`src/core/gab_defines.vh`:
```
`ifndef GAB_DEFINES_VH
`define GAB_DEFINES_VH

// register offsets on the plain port
`define GAB_OFF_ADDR      3'h0
`define GAB_OFF_STATE     3'h1
`define GAB_OFF_AUX       3'h2
`define GAB_OFF_IRQ_STAT  3'h3
`define GAB_OFF_IRQ_MASK  3'h4

// address write / minor readback fields
`define GAB_BIT_SELECT    7
`define GAB_BIT_EOI       7
`define GAB_BIT_DT        6
`define GAB_BIT_DL        5

// address state readback fields
`define GAB_BIT_CIC       7
`define GAB_BIT_ATN       6
`define GAB_BIT_SERIAL_POLL_MODE_FLAG      5

// bus byte offsets for address recognition
`define GAB_SEC_BASE      8'h60
`define GAB_TALK_BASE     8'h40
`define GAB_LISTEN_BASE   8'h20

// serial poll universal commands
`define GAB_CMD_SPE       8'h18
`define GAB_CMD_SPD       8'h19

// auxiliary command codes
`define GAB_AUX_PON       8'h00
`define GAB_AUX_CHIP_RST  8'h02

// addressing modes
`define GAB_MODE_EXT_SINGLE 2'h1
`define GAB_MODE_DUAL       2'h2
`define GAB_MODE_DUAL_EXT   2'h3

// interrupt status bits
`define GAB_IRQ_EOI       0
`define GAB_IRQ_SERIAL_POLL_MODE_FLAG      1
`define GAB_IRQ_MATCH     2
`define GAB_IRQ_W         3

// reset values
`define GAB_RST_MINOR     7'h00
`define GAB_RST_MASK      3'h0

`endif

```
`src/core/gab_status.v`:
```
// Contract
// - latch eoi line into minor readback bit 7 on each accepted byte
// - chip reset command clears latched eoi; otherwise held until next byte
// - minor talker disable blocks minor talk address comparison; secondary only when listener disable is also set
// - minor listener disable blocks minor listen address comparison; secondary only when talker disable is also set
// - minor readback bits 4 to 0 hold the five-bit minor address
// - secondary address is minor field plus hex 60
// - minor talk address is minor field plus hex 40
// - minor listen address is minor field plus hex 20
// - extended single mode uses secondary; dual primary uses minor primary
// - controller-in-charge bit is one unless controller idle or addr-idle
// - attention bit shows bus attention level; zero means asserted
// - serial poll mode flag enables talker for serial poll
// - serial poll enable in accept data state sets the flag
// - serial poll disable, power-on or interface clear clears the flag
`timescale 1ns/1ps
`include "gab_defines.vh"

module gab_status (
    // clock and reset
    input  wire       clk,
    input  wire       sys_rst,
    // register port
    input  wire [2:0] reg_addr,
    input  wire [7:0] reg_wdata,
    input  wire       reg_wr,
    input  wire       reg_rd,
    output reg  [7:0] reg_rdata,
    // gpib side
    input  wire [7:0] bus_data,
    input  wire       bus_eoi,
    input  wire       bus_atn_n,
    input  wire       bus_ifc,
    input  wire       byte_taken,
    input  wire       accept_data,
    // controller state
    input  wire       ctrl_idle,
    input  wire       ctrl_addr_idle,
    // addressing mode
    input  wire [1:0] addr_mode,
    // address recognition
    output reg        secondary_match,
    output reg        minor_talk_match,
    output reg        minor_listen_match,
    // poll and interrupt
    output wire       serial_poll_talk_en,
    output wire       irq
);

    // minor address register: disables and five address bits
    reg  [6:0] minor_q;
    reg        eoi_q;
    reg        serial_poll_mode_flag_q;
    reg        atn_meta_q;
    reg        atn_sync_q;
    reg  [2:0] irq_stat_q;
    reg  [2:0] irq_mask_q;

    wire       minor_talker_disable;
    wire       minor_listener_disable;
    wire [4:0] minor_field;
    wire [7:0] sec_addr;
    wire [7:0] talk_addr;
    wire [7:0] listen_addr;
    wire       aux_wr;
    wire       pon;
    wire       chip_rst;
    wire       cmd_byte;
    wire       spe_seen;
    wire       spd_seen;
    wire       ext_single;
    wire       dual_mode;
    wire       sec_hit;
    wire       talk_hit;
    wire       listen_hit;
    wire [7:0] minor_readback;
    wire [7:0] state_readback;
    wire [2:0] irq_events;
    wire [2:0] irq_clear;
    reg  [7:0] rd_mux;

    assign minor_talker_disable   = minor_q[`GAB_BIT_DT];
    assign minor_listener_disable = minor_q[`GAB_BIT_DL];
    assign minor_field            = minor_q[4:0];

    assign sec_addr    = `GAB_SEC_BASE + {3'h0, minor_field};
    assign talk_addr   = `GAB_TALK_BASE + {3'h0, minor_field};
    assign listen_addr = `GAB_LISTEN_BASE + {3'h0, minor_field};

    assign aux_wr   = reg_wr && (reg_addr == `GAB_OFF_AUX);
    assign pon      = aux_wr && (reg_wdata == `GAB_AUX_PON);
    assign chip_rst = aux_wr && (reg_wdata == `GAB_AUX_CHIP_RST);

    // commands are bytes taken while attention is asserted
    assign cmd_byte = byte_taken && !bus_atn_n;
    assign spe_seen = cmd_byte && accept_data
                      && (bus_data == `GAB_CMD_SPE);
    assign spd_seen = cmd_byte && accept_data
                      && (bus_data == `GAB_CMD_SPD);

    assign ext_single = (addr_mode == `GAB_MODE_EXT_SINGLE)
                        || (addr_mode == `GAB_MODE_DUAL_EXT);
    assign dual_mode  = (addr_mode == `GAB_MODE_DUAL)
                        || (addr_mode == `GAB_MODE_DUAL_EXT);

    // a secondary byte is matched if either minor role remains enabled
    assign sec_hit    = cmd_byte && ext_single && (bus_data == sec_addr)
                        && !(minor_talker_disable && minor_listener_disable);
    assign talk_hit   = cmd_byte && dual_mode && (bus_data == talk_addr)
                        && !minor_talker_disable;
    assign listen_hit = cmd_byte && dual_mode && (bus_data == listen_addr)
                        && !minor_listener_disable;

    // match pulses are registered so they line up with the readback
    always @(posedge clk or posedge sys_rst) begin
        if (sys_rst) begin
            secondary_match    <= 1'b0;
            minor_talk_match   <= 1'b0;
            minor_listen_match <= 1'b0;
        end else begin
            secondary_match    <= sec_hit;
            minor_talk_match   <= talk_hit;
            minor_listen_match <= listen_hit;
        end
    end

    always @(posedge clk or posedge sys_rst) begin
        if (sys_rst) begin
            minor_q <= `GAB_RST_MINOR;
        end else if (reg_wr && (reg_addr == `GAB_OFF_ADDR)
                     && reg_wdata[`GAB_BIT_SELECT]) begin
            minor_q <= reg_wdata[6:0];
        end
    end

    // byte arrival wins over chip reset so a new end flag is never lost
    always @(posedge clk or posedge sys_rst) begin
        if (sys_rst) begin
            eoi_q <= 1'b0;
        end else if (byte_taken) begin
            eoi_q <= bus_eoi;
        end else if (chip_rst) begin
            eoi_q <= 1'b0;
        end
    end

    always @(posedge clk or posedge sys_rst) begin
        if (sys_rst) begin
            serial_poll_mode_flag_q <= 1'b0;
        end else if (pon || bus_ifc || spd_seen) begin
            serial_poll_mode_flag_q <= 1'b0;
        end else if (spe_seen) begin
            serial_poll_mode_flag_q <= 1'b1;
        end
    end

    assign serial_poll_talk_en = serial_poll_mode_flag_q;

    always @(posedge clk or posedge sys_rst) begin
        if (sys_rst) begin
            atn_meta_q <= 1'b1;
            atn_sync_q <= 1'b1;
        end else begin
            atn_meta_q <= bus_atn_n;
            atn_sync_q <= atn_meta_q;
        end
    end

    assign minor_readback = {eoi_q, minor_q};

    assign state_readback = {!(ctrl_idle || ctrl_addr_idle),
                             atn_sync_q, serial_poll_mode_flag_q, 5'h00};

    assign irq_events = {sec_hit || talk_hit || listen_hit,
                         spe_seen,
                         byte_taken && bus_eoi};

    assign irq_clear = (reg_wr && (reg_addr == `GAB_OFF_IRQ_STAT))
                       ? reg_wdata[2:0] : 3'h0;

    // set beats write-one-to-clear in the same cycle
    always @(posedge clk or posedge sys_rst) begin
        if (sys_rst) begin
            irq_stat_q <= 3'h0;
        end else begin
            irq_stat_q <= (irq_stat_q & ~irq_clear) | irq_events;
        end
    end

    always @(posedge clk or posedge sys_rst) begin
        if (sys_rst) begin
            irq_mask_q <= `GAB_RST_MASK;
        end else if (reg_wr && (reg_addr == `GAB_OFF_IRQ_MASK)) begin
            irq_mask_q <= reg_wdata[2:0];
        end
    end

    assign irq = |(irq_stat_q & irq_mask_q);

    always @* begin
        case (reg_addr)
            `GAB_OFF_ADDR:     rd_mux = minor_readback;
            `GAB_OFF_STATE:    rd_mux = state_readback;
            `GAB_OFF_IRQ_STAT: rd_mux = {5'h00, irq_stat_q};
            `GAB_OFF_IRQ_MASK: rd_mux = {5'h00, irq_mask_q};
            default:           rd_mux = 8'h00;
        endcase
    end

    // read sample
    // read data stand for one cycle only, zero otherwise
    always @(posedge clk or posedge sys_rst) begin
        if (sys_rst) begin
            reg_rdata <= 8'h00;
        end else if (reg_rd) begin
            reg_rdata <= rd_mux;
        end else begin
            reg_rdata <= 8'h00;
        end
    end

endmodule // gab_status

```
`config.mk`:
```
export PLATFORM = sky130hd
export DESIGN_NAME = gab_status
export DESIGN_NICKNAME = d
export VERILOG_FILES = /design/src/core/gab_status.v
export VERILOG_INCLUDE_DIRS = /design/src /design/src/core
export SDC_FILE = /design/constraint.sdc
export NUM_CORES = 1
export LEC_CHECK = 0
export BUFFER_PORTS_ARGS = -buffer_cell sky130_fd_sc_hd__buf_2
export CAP_MARGIN = 20
export CORE_MARGIN = 10
export CORE_UTILIZATION = 44
export DETAILED_ROUTE_END_ITERATION = 16
export GPL_TIMING_DRIVEN = 1
export MAX_ROUTING_LAYER = met4
export PLACE_DENSITY = 0.74
export SYNTH_ARGS = -nofsm -noshare
export SYNTH_HDL_FRONTEND = slang
export SYNTH_SLANG_ARGS = --single-unit
```
`constraint.sdc`:
```
create_clock -name clk -period 1.4 [get_ports clk]
set_input_delay 0.07 -clock clk [delete_from_list [all_inputs] [get_ports clk]]
set_output_delay 0.07 -clock clk [all_outputs]
set_load 0.01 [all_outputs]
```
-- Word level (Yosys, flattened, before mapping)
Index checks and enable logic that the tools add are counted.
- bits in latches: 0
- RAM bits: 0
- memory bits (read-only): 0
- bits of input ports: 32
- memories kept: 0
- flip-flop bits (word level): 28
- output and inout port bits: 13
- bitwise gates (word level): 4
- muxes and demuxes: 7
- reduce and logical (&&, ||, !) cells: 38
- eq/ne operators: 13
- shift operators: 0
- order comparisons: 0
- divide/modulo/power cells: 0
- $mul: 0
- add/subtract/negate cells: 3
- operator list (operator ; count):
    8-bit case mux with 4 select lines ; 1
    1-bit logical AND ; 21
    7-bit by 5-bit adder with 8-bit output (first input constant) ; 2
    8-bit by 5-bit equality test with 1-bit output (second input constant) ; 2
    8-bit equality test ; 2
    8-bit by 2-bit equality test with 1-bit output (second input constant) ; 1
    8-bit by 7-bit equality test with 1-bit output ; 1
    8-bit logical NOT ; 1
    8-bit two-way mux ; 1
    6-bit by 5-bit adder with 7-bit output (first input constant) ; 1
    1-bit logical OR ; 7
    3-bit AND ; 2
    3-bit by 2-bit equality test with 1-bit output (second input constant) ; 2
    1-bit logical NOT ; 5
    2-bit equality test (second input constant) ; 2
    1-bit two-way mux ; 4
    2-bit nonzero test ; 2
    3-bit by 1-bit equality test with 1-bit output (second input constant) ; 1
    3-bit equality test (second input constant) ; 1
    3-bit logical NOT ; 1
    3-bit two-way mux ; 1
    3-bit inverter ; 1
    3-bit bitwise OR ; 1
    3-bit OR reduction ; 1
    2-bit by 1-bit equality test with 1-bit output (second input constant) ; 1

-- Logic depth before layout (Yosys ltp)
- word-level depth: 8
- mapped depth: 5

-- Worst setup path before layout
OpenSTA, ideal clock, no wires.
- path kind: register to register
- start point: register minor_q[3]
- end point: register secondary_match
- required time: 1.293 ns
- cell stages (with the launch flop): 4
- library setup time: 0.107 ns
- slack: -0.044 ns
- arrival: 1.338 ns
- clock period less this slack: 1.444 ns
- cell sequence: dfrtp_1 > xor2_1 > or4_4 > a2111oi_4
- longest elaborated chain between the ends: 4
- RTL lines (what ; line ; text):
    start: declaration ; gab_status.v:51 ; reg [6:0] minor_q;
    start signal: assignment ; gab_status.v:129 ; minor_q <= `GAB_RST_MINOR;
    start signal: assignment ; gab_status.v:132 ; minor_q <= reg_wdata[6:0];
    7-bit by 5-bit adder with 8-bit output (no line) ; n/a ;
    8-bit equality test ; gab_status.v:107 ; assign sec_hit = cmd_byte && ext_single && (bus_data == sec_addr)
    1-bit logical AND ; gab_status.v:107 ;
    1-bit logical AND ; gab_status.v:108 ; && !(minor_talker_disable && minor_listener_disable);
    via sec_hit ; gab_status.v:73 ; wire sec_hit;
    end signal: assignment ; gab_status.v:121 ; secondary_match <= sec_hit;
    end: declaration ; gab_status.v:42 ; output reg secondary_match,
The timed path passes the listed nets, and every way through them passes these cells.
A chain may end at the register's enable or synchronous reset.

-- Final worst setup path
- start point: register minor_q[0]
- end point: register secondary_match
Same word-level chain as after synthesis.

==> flow_summary.yaml <==
outcome:
  outcome: "finished, violations left"
  violations: "negative hold slack, negative setup slack"
timing:
  holdWs_ns: -0.01500
  hold_violations: 1
  skew_ns: 0.006622
  fin_crit_sh: 1.078
  fin_crit_ns: 1.509
  timing.final.ws_setup_ns: -0.1087
  setup_viol: 2
  rsz0062_at_grt: "yes"
  tightest_slew_ns: 0.4976
  max_slew_margin: 0.6638
  drv_slew: 0
  max_freq_mhz: 662.8
die:
  core_area_um2: 2781
  start_util: 0.4651
  fp.dieArea_um2: 5509
  fp.dieH_um: 74.23
  ios: 45
  die_w_um: 74.23
  row_count: 19
setup_path:
  crit_buf_inv: 0
  worstPathArrival_ns: 1.74
  worstSetupEndpointType: "flip-flop"
  critical_path_class: "flip-flop to flip-flop"
  critPathSlowestCell: "or4_4"
  critPathTopFamily: "simple AND/OR/NAND/NOR gates"
  startpoint_type: "flip-flop"
  cp_max_fo: 4
  critPathRequiredTime_ns: 1.63
  crit_chain: "xnor2_1, nand3_1, or4_4, a2111oi_4"
  max_stage_delay_ns: 0.46
finish:
  syn2layout_area_growth_pct: 37.04
  fill_cells: 232
  layout.cells.non_filler: 211
  drive_gt1_frac: 0.4167
  final_nets: 213
  antenna_cells: 0
detailed_routing:
  drcViolationCount: 0
  drt_first_pass_iters: 4
  vias: 1117
  vias_per_cell: 5.294
  final_antenna_net_count: 0
  drt_iter0_drc: 48
  wl_per_cell_um: 16.18
  wl_um: 3414
synth:
  syn-num-nets: 144
  synth_edf_count: 0
  synth_flop_cell: "dfrtp_1"
  avgSynthCellArea_um2: 11.55
  synth_most_common_cell: "dfrtp_1"
  synth_area_leaders: "dfrtp_1, mux2_2, dfstp_2"
  yosysSeqAreaShare: 0.5435
  synth_top_area_share: 0.5029
  ys_types: 38
  synthCells: 112
  synthesis.area_um2: 1294
  ys_top_cells_by_count: "dfrtp_1, mux2_2, nand2_1"
  synth_top_cell_by_area: "dfrtp_1"
  yosys_warnings: 0
  synth-async-reset-ratio: 1.000
  ys_ff_latch: 28
grt:
  gr-total-overflow: 0
  antenna_found_initial: 0
  track_usage: 0.1331
  grt_pass1_vias: 1186
  grt_max_degree: 29
  grt_pass1_wl_um: 5589
clocking:
  cts_root_buf: "clkbuf_4"
  cts_made_buffers: 3
  cts.sinks: 28
  cts_tree: "done"
  clk_pin_slew_ns: 0.14
  htree_num_levels: 1
  insertion_delay_ns: 0.33
  cts_buffer_depth: 2
worst_hold_path:
  worstHoldPathType: "input pin to flip-flop"
place:
  place_congestion: 0.8753
  dpl_worst_slack_ns: -0.1163
  hpwl_um: 2708
  numPlacedInstances: 195
  io_buffers: 44
flow_run:
  maxCapViolCount: 0
power:
  ir_drop_uv: 881.9
  powerDensity_nw_per_um2: 973.4
  p_leak_nw: 0.8832
==> layout make-up <==
class	instances	area, um2	area share
Tap cell	31	38.79	0.02188
Sequential cell	28	703.2	0.3966
Timing Repair Buffer	66	412.9	0.2329
Inverter	4	15.01	0.008469
Multi-Input combinational cell	78	566.8	0.3197
Clock buffer	4	36.28	0.02047
==> per-stage QoR <==
step / instance area (um2) / power (mW) / TNS, ns / util
after global routing: 1773 / 1.839 / -0.5926 / 0.6374
after floorplan: 1294 / 1.157 / -0.04441 / -
after global placement: 1619 / 1.314 / -0.08251 / 0.5821
after detailed placement: 1619 / 1.330 / -0.2711 / 0.5821
final: 1773 / 1.726 / -0.1672 / 0.6374
after CTS: 1765 / 1.742 / -0.1745 / 0.6347
==> layer usage <==
layer / share of wire / wire length (um) / global-route usage
met2: 0.50 / 1706 / 0.2225
met4: 0.011 / 36 / 0.04065
met3: 0.078 / 266 / 0.04654
met5: 0 / 0 / -
met1: 0.41 / 1405 / 0.1460
==> power by group <==
part / switching [mW] / internal [mW] / total (mW)
sequential: 0.0737 / 0.894 / 0.968
combinational: 0.156 / 0.214 / 0.370
clock: 0.228 / 0.159 / 0.388
total: 0.458 / 1.27 / 1.73
==> worst paths after layout <==
path                       startpoint         endpoint  slack, ns  cells past startpoint
min reg2reg                atn_meta_q       atn_sync_q       0.37                      0
min in group asynchronous     sys_rst    irq_stat_q[2]       0.32                      4
min                        byte_taken            eoi_q      -0.02                      2
max reg2reg                minor_q[0]  secondary_match      -0.11                      4
max in group asynchronous     sys_rst       atn_meta_q       0.77                      4
max                        minor_q[0]  secondary_match      -0.11                      4
==> kinds of logic after synthesis <==
family | count (synthesis) | share of synthesized area
buf+inv | 6 | 0.01837
xor+xnor | 5 | 0.03386
simple gates | 44 | 0.1944
flops | 28 | 0.5435
mux | 12 | 0.1016
compound gates | 17 | 0.1083
==> repair_timing <==
| item | CTS | global route |
|---|---|---|
| endpoints found under the hold margin | 37 | 1 |
| setup endpoints to repair | 3 | 6 |
| cloned | 0 | 0 |
| pin swaps | 1 | 1 |
| hold buffers | 11 | 1 |
| setup buffers | 0 | 1 |
| gates resized for setup | 0 | 0 |
==> flip-flops by register name, summed over array words and instances (netlist names) <==
register and count:
atn_meta_q 1, atn_sync_q 1, eoi_q 1, irq_mask_q 3, irq_stat_q 3, minor_listen_match 1, minor_q 7, minor_talk_match 1
reg_rdata 8, secondary_match 1, serial_poll_talk_en 1
==> cell usage in the layout, fill, tap and decap left out, types with 4 or more instances in the layout <==
cell / Yosys / routed
buf_2: 1 / 44
dfrtp_1: 26 / 26
dlygate4sd3_1: 0 / 11
buf_4: 0 / 11
mux2_2: 9 / 9
nand2_1: 8 / 8
nor2_1: 7 / 7
nand3_1: 5 / 5
and2_1: 5 / 5
inv_1: 4 / 4
o21ai_0: 4 / 4
==> worst reg2reg max path: cells and delay by family, from the launching register on <==
| kind | cells | cell delay, ns |
|---|---|---|
| AOI/OAI and AO/OA | 1 | 0.29 |
| xor gates and xnor gates | 1 | 0.15 |
| and+or+nand+nor | 2 | 0.55 |
| DFF | 1 | 0.41 |
Power figures use the tool's default switching activity.
